### src/hdl/dsa_pkg.sv
// Constants shared by the display signature analyzer files.
// Assumes a 32-bit register port with byte addresses on word boundaries.

package dsa_pkg;

	// ******************************************************************
	// Register map.
	// ******************************************************************
	localparam logic [7:0] DSA_CTRL_OFFSET   = 8'h64;
	localparam logic [7:0] DSA_STATUS_OFFSET = 8'h70;
	localparam logic [7:0] DSA_MASK_OFFSET   = 8'h74;

	// ******************************************************************
	// Field positions of the control and status register.
	// ******************************************************************
	localparam int DSA_SIG_LSB   = 16;
	localparam int DSA_RUN_BIT   = 3;
	localparam int DSA_CLEAR_BIT = 2;
	localparam int DSA_SEL_MSB   = 1;

	// ******************************************************************
	// Event bits of the status and mask registers.
	// ******************************************************************
	localparam int DSA_EVT_DONE    = 0;
	localparam int DSA_EVT_CLEARED = 1;
	localparam int DSA_EVT_WIDTH   = 2;

	// ******************************************************************
	// Reset values and signature feedback.
	// ******************************************************************
	localparam logic [15:0] DSA_SIG_RESET   = 16'h0000;
	localparam logic [1:0]  DSA_SEL_RESET   = 2'h0;
	localparam logic [1:0]  DSA_EVT_RESET   = 2'h0;
	localparam logic [31:0] DSA_RDATA_RESET = 32'h00000000;
	localparam logic [15:0] DSA_SIG_POLY    = 16'h1021;

	// ******************************************************************
	// Channel select codes.
	// ******************************************************************
	localparam logic [1:0] DSA_SEL_RED   = 2'h0;
	localparam logic [1:0] DSA_SEL_GREEN = 2'h1;

	typedef enum logic [1:0] {
		DSA_IDLE,
		DSA_ARM,
		DSA_ACCUM
	} dsa_state_type;

endpackage

### src/hdl/dsa_sig_step.sv
// One step of the 16-bit signature feedback shift register.
// Assumes a pixel byte from the same clock domain; purely combinational.

`timescale 1ns/1ps
`default_nettype none

module dsa_sig_step
	import dsa_pkg::*;
(
	input  wire logic [15:0] sigIn,
	input  wire logic [7:0]  pixel,
	output logic      [15:0] sigOut
);

	// ******************************************************************
	// Shift with polynomial feedback, then fold in the pixel byte.
	// ******************************************************************
	always_comb begin
		sigOut = {sigIn[14:0], 1'b0} ^ {8'h00, pixel};
		if (sigIn[15]) begin
			sigOut = sigOut ^ DSA_SIG_POLY;
		end
	end

endmodule

`default_nettype wire

### src/hdl/dsa_signature_analyzer.sv
// Display signature analyzer: register port, frame sequencer, signature.
// Assumes pixel data, display enable and vertical sync come from logic on
// the pixel clock, so none of them is synchronised here.
//
// The implementer's own choice: the address-and-strobe port.

`timescale 1ns/1ps
`default_nettype none

// Summary of operation
// - Signature readable in bits 31:16, writes ignored.
// - Run reads 1 busy; hardware clears when done.
// - Clear bit 2 forces signature to zero.
// - Run and clear set: clear drops at vsync.
// - Select 00 red, 01 green, 1x blue.
module dsa_signature_analyzer
	import dsa_pkg::*;
(
	input  wire logic        clk,
	input  wire logic        nrst,
	input  wire logic        ce,
	input  wire logic [7:0]  regAddr,
	input  wire logic [31:0] regWdata,
	input  wire logic        regWr,
	input  wire logic        regRd,
	output logic      [31:0] regRdata,
	output logic             irq,
	input  wire logic [7:0]  pixRed,
	input  wire logic [7:0]  pixGreen,
	input  wire logic [7:0]  pixBlue,
	input  wire logic        displayActive,
	input  wire logic        vsync
);

	// ******************************************************************
	// State.
	// ******************************************************************
	dsa_state_type     state_ff;
	dsa_state_type     nxt_state;
	logic              runFlag_ff;
	logic              nxt_runFlag;
	logic              clearFlag_ff;
	logic              nxt_clearFlag;
	logic [1:0]        chanSel_ff;
	logic [1:0]        nxt_chanSel;
	logic [15:0]       sig_ff;
	logic [15:0]       nxt_sig;
	logic              vsyncPrev_ff;
	logic              nxt_vsyncPrev;
	logic [1:0]        evtStatus_ff;
	logic [1:0]        nxt_evtStatus;
	logic [1:0]        evtMask_ff;
	logic [1:0]        nxt_evtMask;
	logic [31:0]       rdata_ff;
	logic [31:0]       nxt_rdata;
	logic              irq_ff;
	logic              nxt_irq;
	logic [7:0]        pixSel;
	logic [15:0]       sigStep;
	logic              vsyncRise;
	logic              ctrlWr;
	logic [1:0]        evtSet;

	assign vsyncRise = vsync & ~vsyncPrev_ff;
	assign ctrlWr    = regWr && (regAddr == DSA_CTRL_OFFSET);
	assign regRdata  = rdata_ff;
	assign irq       = irq_ff;

	// ******************************************************************
	// Channel selection and signature step.
	// ******************************************************************
	always_comb begin
		if (chanSel_ff[DSA_SEL_MSB]) begin
			pixSel = pixBlue;
		end else if (chanSel_ff == DSA_SEL_GREEN) begin
			pixSel = pixGreen;
		end else begin
			pixSel = pixRed;
		end
	end

	dsa_sig_step u_step (
		.sigIn  (sig_ff),
		.pixel  (pixSel),
		.sigOut (sigStep)
	);

	// ******************************************************************
	// Frame sequencer and control bits.
	// ******************************************************************
	always_comb begin
		nxt_state     = state_ff;
		nxt_runFlag   = runFlag_ff;
		nxt_clearFlag = clearFlag_ff;
		nxt_chanSel   = chanSel_ff;
		nxt_sig       = sig_ff;
		nxt_vsyncPrev = vsync;
		evtSet        = DSA_EVT_RESET;
		case (state_ff)
			DSA_IDLE: begin
				if (runFlag_ff) begin
					nxt_state = DSA_ARM;
				end
			end
			DSA_ARM: begin
				// A frame starts only on a vsync edge so that a whole frame
				// is always compressed, never a partial one.
				if (vsyncRise) begin
					nxt_state = DSA_ACCUM;
					if (clearFlag_ff) begin
						nxt_clearFlag = 1'b0;
						evtSet[DSA_EVT_CLEARED] = 1'b1;
					end
				end
			end
			DSA_ACCUM: begin
				// A clear raised mid-frame has already zeroed the partial
				// signature, so its vsync opens a fresh frame instead.
				if (vsyncRise && clearFlag_ff) begin
					nxt_clearFlag = 1'b0;
					evtSet[DSA_EVT_CLEARED] = 1'b1;
				end else if (vsyncRise) begin
					nxt_state   = DSA_IDLE;
					nxt_runFlag = 1'b0;
					evtSet[DSA_EVT_DONE] = 1'b1;
				end else if (displayActive) begin
					nxt_sig = sigStep;
				end
			end
			default: begin
				nxt_state = DSA_IDLE;
			end
		endcase
		if (!runFlag_ff) begin
			nxt_state = DSA_IDLE;
		end
		// A software write in the same cycle as a hardware update wins,
		// so a restart issued at frame end is never lost.
		if (ctrlWr) begin
			nxt_runFlag   = regWdata[DSA_RUN_BIT];
			nxt_clearFlag = regWdata[DSA_CLEAR_BIT];
			nxt_chanSel   = regWdata[DSA_SEL_MSB:0];
		end
		if (clearFlag_ff) begin
			nxt_sig = DSA_SIG_RESET;
		end
	end

	always_ff @(posedge clk) begin
		if (!nrst) begin
			state_ff     <= DSA_IDLE;
			runFlag_ff   <= 1'b0;
			clearFlag_ff <= 1'b0;
			chanSel_ff   <= DSA_SEL_RESET;
			sig_ff       <= DSA_SIG_RESET;
			vsyncPrev_ff <= 1'b0;
		end else if (ce) begin
			state_ff     <= nxt_state;
			runFlag_ff   <= nxt_runFlag;
			clearFlag_ff <= nxt_clearFlag;
			chanSel_ff   <= nxt_chanSel;
			sig_ff       <= nxt_sig;
			vsyncPrev_ff <= nxt_vsyncPrev;
		end
	end

	// ******************************************************************
	// Register port and interrupt.
	// ******************************************************************
	// Read data stand for one cycle and are zero otherwise, so several
	// blocks can share one or-ed return path without a multiplexer.
	always_comb begin
		nxt_evtMask   = evtMask_ff;
		nxt_evtStatus = evtStatus_ff;
		nxt_rdata     = DSA_RDATA_RESET;
		if (regWr && (regAddr == DSA_STATUS_OFFSET)) begin
			nxt_evtStatus = evtStatus_ff & ~regWdata[DSA_EVT_WIDTH-1:0];
		end
		if (regWr && (regAddr == DSA_MASK_OFFSET)) begin
			nxt_evtMask = regWdata[DSA_EVT_WIDTH-1:0];
		end
		// Setting after clearing lets a new event win over a clear.
		nxt_evtStatus = nxt_evtStatus | evtSet;
		if (regRd) begin
			case (regAddr)
				DSA_CTRL_OFFSET: begin
					nxt_rdata[31:DSA_SIG_LSB]  = sig_ff;
					nxt_rdata[DSA_RUN_BIT]     = runFlag_ff;
					nxt_rdata[DSA_CLEAR_BIT]   = clearFlag_ff;
					nxt_rdata[DSA_SEL_MSB:0]   = chanSel_ff;
				end
				DSA_STATUS_OFFSET: begin
					nxt_rdata[DSA_EVT_WIDTH-1:0] = evtStatus_ff;
				end
				DSA_MASK_OFFSET: begin
					nxt_rdata[DSA_EVT_WIDTH-1:0] = evtMask_ff;
				end
				default: begin
					nxt_rdata = DSA_RDATA_RESET;
				end
			endcase
		end
		nxt_irq = |(nxt_evtStatus & nxt_evtMask);
	end

	always_ff @(posedge clk) begin
		if (!nrst) begin
			evtStatus_ff <= DSA_EVT_RESET;
			evtMask_ff   <= DSA_EVT_RESET;
			rdata_ff     <= DSA_RDATA_RESET;
			irq_ff       <= 1'b0;
		end else if (ce) begin
			evtStatus_ff <= nxt_evtStatus;
			evtMask_ff   <= nxt_evtMask;
			rdata_ff     <= nxt_rdata;
			irq_ff       <= nxt_irq;
		end
	end

endmodule

`default_nettype wire

### config.mk
export PLATFORM = sky130hd
export DESIGN_NAME = dsa_signature_analyzer
export DESIGN_NICKNAME = d
export VERILOG_FILES = /design/src/hdl/dsa_pkg.sv /design/src/hdl/dsa_sig_step.sv /design/src/hdl/dsa_signature_analyzer.sv
export SDC_FILE = /design/constraint.sdc
export NUM_CORES = 1
export LEC_CHECK = 0
export BUFFER_PORTS_ARGS = -buffer_cell sky130_fd_sc_hd__buf_2
export CAP_MARGIN = 20
export CORE_ASPECT_RATIO = 1.75
export CORE_MARGIN = 2
export CORE_UTILIZATION = 43
export DETAILED_ROUTE_END_ITERATION = 12
export GPL_ROUTABILITY_DRIVEN = 1
export GPL_TIMING_DRIVEN = 0
export PLACE_DENSITY_LB_ADDON = 0.3
export SLEW_MARGIN = 0
export SYNTH_ARGS = -nofsm -noshare
export SYNTH_HDL_FRONTEND = slang
export SYNTH_SLANG_ARGS = --single-unit
### constraint.sdc
create_clock -name clk -period 1.49 [get_ports clk]
set_input_delay 0.2235 -clock clk [delete_from_list [all_inputs] [get_ports clk]]
set_output_delay 0.2235 -clock clk [all_outputs]
set_load 0.02 [all_outputs]
==> run metrics, run 1 <==
result of the run=finished with violations; violated checks=negative setup slack; total die area=6140 um2; starting density of the core=0.447; CP startpoint kind=flip-flop; die boundary height=102 um; number of global-route vias before repair=1989; clock tree root buffer cell=sky130_fd_sc_hd__clkbuf_8; Synth warnings=0; number of antenna violations at the first check in global routing=0; most common cell after layout, fill and taps aside=sky130_fd_sc_hd__buf_2; adder-cell area share of the yosys netlist=0.0211; routability-driven placement congestion ratio=0.821; largest cells by area after synthesis=sky130_fd_sc_hd__dfxtp_1, sky130_fd_sc_hd__a22oi_1, sky130_fd_sc_hd__nor2_1; number of synthesized flops with an enable pin=0; total CTS buffers=5; type of destination of the critical path=flip-flop; max-capacitance violation count=0; number of slew-limit violations in the final report=0; antenna diode count=0; Finished Cell Area=3020 um2; Data arrival, critical path=1740 ps; maximum number of pins on one net before global-route repair=16; cell count after placement=404; Fmax=0.664 GHz; Core ar.=5300 um2; Reg clk slew, reported paths=90 ps; synthesized area per cell=9.22 um2; Unique masters post-synth=43; count of final setup violators=1; wire length of the first global-routing pass=8760 um; GR Util All Layers=0.187; Critical Path Slowest Stage Cell=sky130_fd_sc_hd__dfxtp_2; share of flip-flops with an asynchronous set or reset after synthesis=0; number of vias after detailed routing=2056; data required time of the critical path=1730 ps; most used cells in the layout excluding fill and tap cells=sky130_fd_sc_hd__buf_2, sky130_fd_sc_hd__dfxtp_1, sky130_fd_sc_hd__nor2_1, sky130_fd_sc_hd__nand2_1, sky130_fd_sc_hd__a22oi_1; number of DRC violations after detailed routing=0; total of buffers placed on input and output ports=62; Period minus WS final=1510 ps; cell-by-cell listing of the critical path=inv_2, ha_4, buf_6, nand2_2, o21ai_2, a21oi_2, mux2_4, nor2_2; RSZ-0062 raised after global routing=true; total clock sinks=48; hold violation total from the final report=0; sequential fraction of the synthesis area=0.406; number of placement rows=35; initial detailed-routing violation count=56; aggregate routed wire length=5320 um; post-synthesis xor/xnor area fraction=0.0370; largest family of logic cells by synthesized area=compound AO/OA/AOI/OAI gates; post-route setup TNS=-16.5 ps; compound-cell area share of the yosys netlist=0.228; Area growth, synth to finish=27.5%; Worst-Margin Slew=528 ps; routed wirelength normalized by instance count=12.9 um; TritonCTS clock tree=done; Setup Crit Path Kind=reg2reg; total leakage power=1.30 nW; top-area cell type share of the netlist area=0.406; worst voltage drop across the vdd grid=0.000634 V; total cell area at the placement stage=2830 um2; worst setup skew after layout=2.15 ps; HPWL Detailed=4040 um; period utilization=1.01; number of standard cells after synthesis=257; grt ovf=0; number of synthesized register bits=48; ratio of routed vias to standard cells=4.98; Die W=60.1 um; largest incremental delay on the critical path=360 ps; power density over the cells=841 nW/um2; clock latency on the worst-skew pair=300 ps; mux cell area share after synthesis=0.0565; I/O pin total=104; largest fanout on the critical path=3; dominant synthesized flop cell=sky130_fd_sc_hd__dfxtp_1; share of cells above drive strength 1=0.383; Cell Area, Synth=2370 um2; max_slew headroom=0.648; post-route insts no fill=413; worst hold path class=in2reg; leading area contributor after synthesis=sky130_fd_sc_hd__dfxtp_1; DRT antenna net count=0; tightest hold margin=174 ps; nets@finish=413; H-tree levels=2; maximum clock insertion buffer count=2; drt first pass iters=4; Post-Synth Simple-Gate Area=0.151; Worst Setup Slack, final=-16.5 ps
per-stage QoR:
step	power [mW]	setup slack (ps)	util
4_1_cts	2.55	-4.87	0.562
5_1_grt	2.62	-93.0	0.570
2_1_floorplan	1.47	0.219	-
3_3_place_gp	1.56	-132	0.533
6_report	2.54	-16.5	0.570
3_5_place_dp	1.56	-137	0.533
logic make-up (layout without fill, tap and decap cells):
| logic type | Yosys count | count (layout) |
|---|---|---|
| other | 1 | 12 |
| and+or+nand+nor | 75 | 75 |
| muxes | 13 | 13 |
| DFF | 48 | 48 |
| adders and majority gates | 4 | 4 |
| xor gates and xnor gates | 10 | 10 |
| AOI/OAI and AO/OA | 71 | 71 |
| buffers and inverters | 35 | 106 |
layout make-up:
| cell class | count | area (um2) |
|---|---|---|
| Buffer | 25 | 185 |
| Clock inverter | 2 | 38.8 |
| Fill cell | 490 | 2280 |
| Sequential cell | 48 | 967 |
| Tap cell | 74 | 92.6 |
| Timing Repair Buffer | 66 | 344 |
| Clock buffer | 6 | 82.6 |
| Inverter | 7 | 26.3 |
| Multi-Input combinational cell | 185 | 1280 |
cell usage after synthesis, types with 2 or more instances:
master / instances
sky130_fd_sc_hd__dfxtp_1: 48
sky130_fd_sc_hd__mux2_2: 3
sky130_fd_sc_hd__buf_2: 4
sky130_fd_sc_hd__buf_6: 5
sky130_fd_sc_hd__buf_4: 12
sky130_fd_sc_hd__nand2_1: 22
sky130_fd_sc_hd__a21oi_1: 8
sky130_fd_sc_hd__inv_1: 6
sky130_fd_sc_hd__ha_1: 4
sky130_fd_sc_hd__a22o_1: 8
sky130_fd_sc_hd__xnor2_1: 2
sky130_fd_sc_hd__a31oi_1: 2
sky130_fd_sc_hd__clkbuf_1: 6
sky130_fd_sc_hd__nand3_1: 4
sky130_fd_sc_hd__xor2_1: 8
sky130_fd_sc_hd__a22oi_1: 18
sky130_fd_sc_hd__a22oi_2: 10
sky130_fd_sc_hd__o21ai_0: 18
sky130_fd_sc_hd__nor2_1: 36
sky130_fd_sc_hd__mux2i_1: 10
final timing paths:
path	startpoint	to	slack (ps)	cells after the start
min	regWdata[2]	clearFlag_ff$_SDFFE_PN0P_	170	3
max reg2reg	state_ff[0]$_SDFFE_PN0P_	state_ff[1]$_SDFFE_PN0P_	-20	8
max	state_ff[0]$_SDFFE_PN0P_	state_ff[1]$_SDFFE_PN0P_	-20	8
min reg2reg	regRdata[1]$_SDFFE_PN0P_	regRdata[1]$_SDFFE_PN0P_	460	2
critical path, delay by kind of cell (launching register included):
| kind | cells | cell delay, ps |
|---|---|---|
| compound gates | 2 | 270 |
| mux | 1 | 330 |
| flops | 1 | 360 |
| simple gates | 2 | 150 |
| buf+inv | 2 | 160 |
| fa+ha+maj | 1 | 170 |
power by group:
group / total (mW) / switching [mW] / internal, mW / leakage [nW]
clock: 1.01 / 0.456 / 0.549 / 0.0614
combinational: 0.242 / 0.138 / 0.104 / 0.846
sequential: 1.29 / 0.00501 / 1.29 / 0.389
layer usage:
metal	share of wire	up-vias	track usage
met3	0.040	12	0.0329
met5	0	-	0
li1	-	1041	-
met4	0.028	0	0.0940
met2	0.54	59	0.328
met1	0.39	944	0.210
state kept, by name (all words and copies together), names as in the netlist:
name,cells
chanSel_ff,2
clearFlag_ff,1
evtMask_ff,2
evtStatus_ff,2
irq,1
regRdata,20
runFlag_ff,1
sig_ff,16
state_ff,2
vsyncPrev_ff,1
timing repair:
item,in CTS,in global routing
pin swaps,3,2
resized for setup,8,16
gates cloned,0,0
hold buffers,0,0
endpoints found under the setup margin,11,14
buffers inserted,3,1
(Power assumes the default switching activity.)
==> run 2: changes to the inputs <==
--- a/config.mk
+++ b/config.mk
@@ -14,6 +14,7 @@
 export GPL_ROUTABILITY_DRIVEN = 1
 export GPL_TIMING_DRIVEN = 0
 export PLACE_DENSITY_LB_ADDON = 0.3
+export RECOVER_POWER = 100
 export SLEW_MARGIN = 0
 export SYNTH_ARGS = -nofsm -noshare
 export SYNTH_HDL_FRONTEND = slang
==> constraint.sdc (replaced) <==
create_clock -name clk -period 1.49 [get_ports clk]
set_input_delay 0.447 -clock clk [delete_from_list [all_inputs] [get_ports clk]]
set_output_delay 0.447 -clock clk [all_outputs]
set_load 0.02 [all_outputs]
==> run metrics, run 2 (synthesis results as in run 1) <==
GR Util All Layers=0.188 (+0.000602); maximum number of pins on one net before global-route repair=16 (unchanged); worst voltage drop across the vdd grid=0.000444 V (-30%); max reg flops=20 (unchanged); hold violation total from the final report=0 (unchanged); antenna diode count=0 (unchanged); CP startpoint kind=flip-flop; H-tree levels=2 (unchanged); total CTS buffers=5 (unchanged); Finished Cell Area=3010 um2 (-0.41%); most common cell after layout, fill and taps aside=sky130_fd_sc_hd__dfxtp_1; worst setup skew after layout=4.72 ps (+2.57 ps); launch point of the worst hold path=regWdata[2]; starting density of the core=0.447 (unchanged); portion of total power attributed to sequential cells=0.549 (+0.040); power density over the cells=783 nW/um2 (-6.9%); Post-CTS Hold Fix Bufs=0 (unchanged); clock latency on the worst-skew pair=300 ps (about the same); worst hold path stage count=3 (unchanged); ratio of routed vias to standard cells=4.96 (-0.28%); maximum clock insertion buffer count=2 (unchanged); number of slew-limit violations in the final report=0 (unchanged); total die area=6140 um2 (unchanged); Die W=60.1 um (unchanged); routed wirelength normalized by instance count=13.5 um (+4.5%); number of placement rows=35 (unchanged); cell-by-cell listing of the critical path=inv_2, ha_2, nor2_4, o21ai_1, a21oi_2, mux2_4, nor2_1; largest incremental delay on the critical path=380 ps (+20 ps); HPWL Detailed=4070 um (+0.88%); total of buffers placed on input and output ports=62 (unchanged); Reg-to-Reg Start=state_ff[1]$_SDFFE_PN0P_; aggregate routed wire length=5630 um (+5.8%); post-route insts no fill=418 (+1.2%); total cell area at the placement stage=2850 um2 (+0.71%); Area growth, synth to finish=26.9%; count of final setup violators=0 (-1); Finished Core Util=0.567 (-0.00236); drt first pass iters=4 (unchanged); grt ovf=0 (unchanged); DRT antenna net count=0 (unchanged); Min-Delay Endpoint=clearFlag_ff$_SDFFE_PN0P_; Reg clk slew, reported paths=90 ps (about the same); result of the run=finished clean; nets@finish=418 (+1.2%); clock share of power=0.345 (-0.051); Period minus WS final=1460 ps (-43.7 ps); initial detailed-routing violation count=73 (+30%); type of destination of the critical path=flip-flop; total leakage power=1.20 nW (-7.1%); Power, Total=2.36 mW (-7.3%); TritonCTS clock tree=done; Core ar.=5300 um2 (unchanged); wire length of the first global-routing pass=8940 um (+2.0%); Critical Path Slowest Stage Cell=sky130_fd_sc_hd__dfxtp_4; number of DRC violations after detailed routing=0 (unchanged); FF-to-FF End=state_ff[1]$_SDFFE_PN0P_; number of cells on the worst reg-to-reg path=7 (-1); most used cells in the layout excluding fill and tap cells=sky130_fd_sc_hd__dfxtp_1, sky130_fd_sc_hd__buf_2, sky130_fd_sc_hd__nor2_1, sky130_fd_sc_hd__clkbuf_1, sky130_fd_sc_hd__nand2_1; clock tree root buffer cell=sky130_fd_sc_hd__clkbuf_8; worst hold path class=in2reg; total clock sinks=48 (unchanged); Comb pwr share=0.106 (+0.011); number of vias after detailed routing=2075 (+0.92%); reg-to-reg slack, setup=30 ps (+40 ps); die boundary height=102 um (unchanged); internal cell power=1.77 mW (-8.6%); number of global-route vias before repair=1990 (+0.050%); share of cells above drive strength 1=0.331 (-0.0521); Data arrival, critical path=1690 ps (-50 ps); number of antenna violations at the first check in global routing=0 (unchanged); routability-driven placement congestion ratio=0.833 (+1.5%); max-capacitance violation count=0 (unchanged); Fmax=0.684 GHz (+3.0%); Setup Crit Path Kind=reg2reg; RSZ-0062 raised after global routing=true; cell count after placement=404 (unchanged); data required time of the critical path=1720 ps (about the same); I/O pin total=104 (unchanged); period utilization=0.982 (-0.0294); largest fanout on the critical path=2 (-1); switching component of the power=0.582 mW (-2.9%); switching share of power=0.247 (+0.0112)
-- run 2: routing by layer --
layer  GRT usage  vias to the layer above  routed length [um]
met5           0                        -                   0
met1       0.215                      956                2290
met4      0.0684                        0                 120
met2       0.342                       59                3010
met3      0.0266                       11                 213
li1            -                     1049                   -
-- run 2: cell type report --
| type | count | area (um2) |
|---|---|---|
| fillers | 501 | 2290 |
| multi-input cells | 186 | 1310 |
| flip-flops and latches | 48 | 967 |
| repair buffers | 71 | 352 |
| plain buffers | 24 | 165 |
| well taps | 74 | 92.6 |
| clock buffers | 6 | 82.6 |
| inverters | 7 | 26.3 |
| clock inverters | 2 | 15.0 |
-- run 2: power by group through the flow --
stage	logic, mW	registers (mW)	clock network [mW]
2_1_floorplan	0.150	1.33	0
3_3_place_gp	0.240	1.32	0
3_5_place_dp	0.241	1.33	0
4_1_cts	0.248	1.30	0.832
5_1_grt	0.275	1.30	0.876
6_report	0.250	1.29	0.812
-- run 2: critical path: cells and delay by family (launching register included) --
family          cells  cell delay [ps]
flops               1              380
mux                 1              320
compound gates      2              290
simple gates        2              190
fa+ha+maj           1              180
buf+inv             1               40
-- run 2: worst max path at each step --
| stage | from | end | slack, ps | cells past startpoint |
|---|---|---|---|---|
| after detailed placement | regAddr[3] | irq$_SDFFE_PN0P_ | -360 | 6 |
| after global routing | state_ff[1]$_SDFFE_PN0P_ | state_ff[1]$_SDFFE_PN0P_ | -40 | 7 |
| after floorplan | regAddr[2] | regRdata[16]$_SDFFE_PN0P_ | -140 | 9 |
| after global placement | regAddr[3] | irq$_SDFFE_PN0P_ | -350 | 6 |
| final | state_ff[1]$_SDFFE_PN0P_ | state_ff[1]$_SDFFE_PN0P_ | 30 | 7 |
| after CTS | regAddr[3] | regRdata[17]$_SDFFE_PN0P_ | -7 | 9 |
-- run 2: stage by stage --
stage	worst slack, ps	hold slack (ps)	setup TNS [ps]
after floorplan	-139	445	-1830
after global placement	-351	432	-7530
after detailed placement	-363	454	-8130
after CTS	-7.25	397	-26.1
after global routing	-37.1	402	-280
final	27.3	398	0
-- run 2: timing repair --
item | in CTS | in global routing
resized for setup | 11 | 17
gates cloned | 0 | 2
buffers inserted | 5 | 3
pin swaps | 4 | 7
endpoints found under the setup margin | 18 | 31
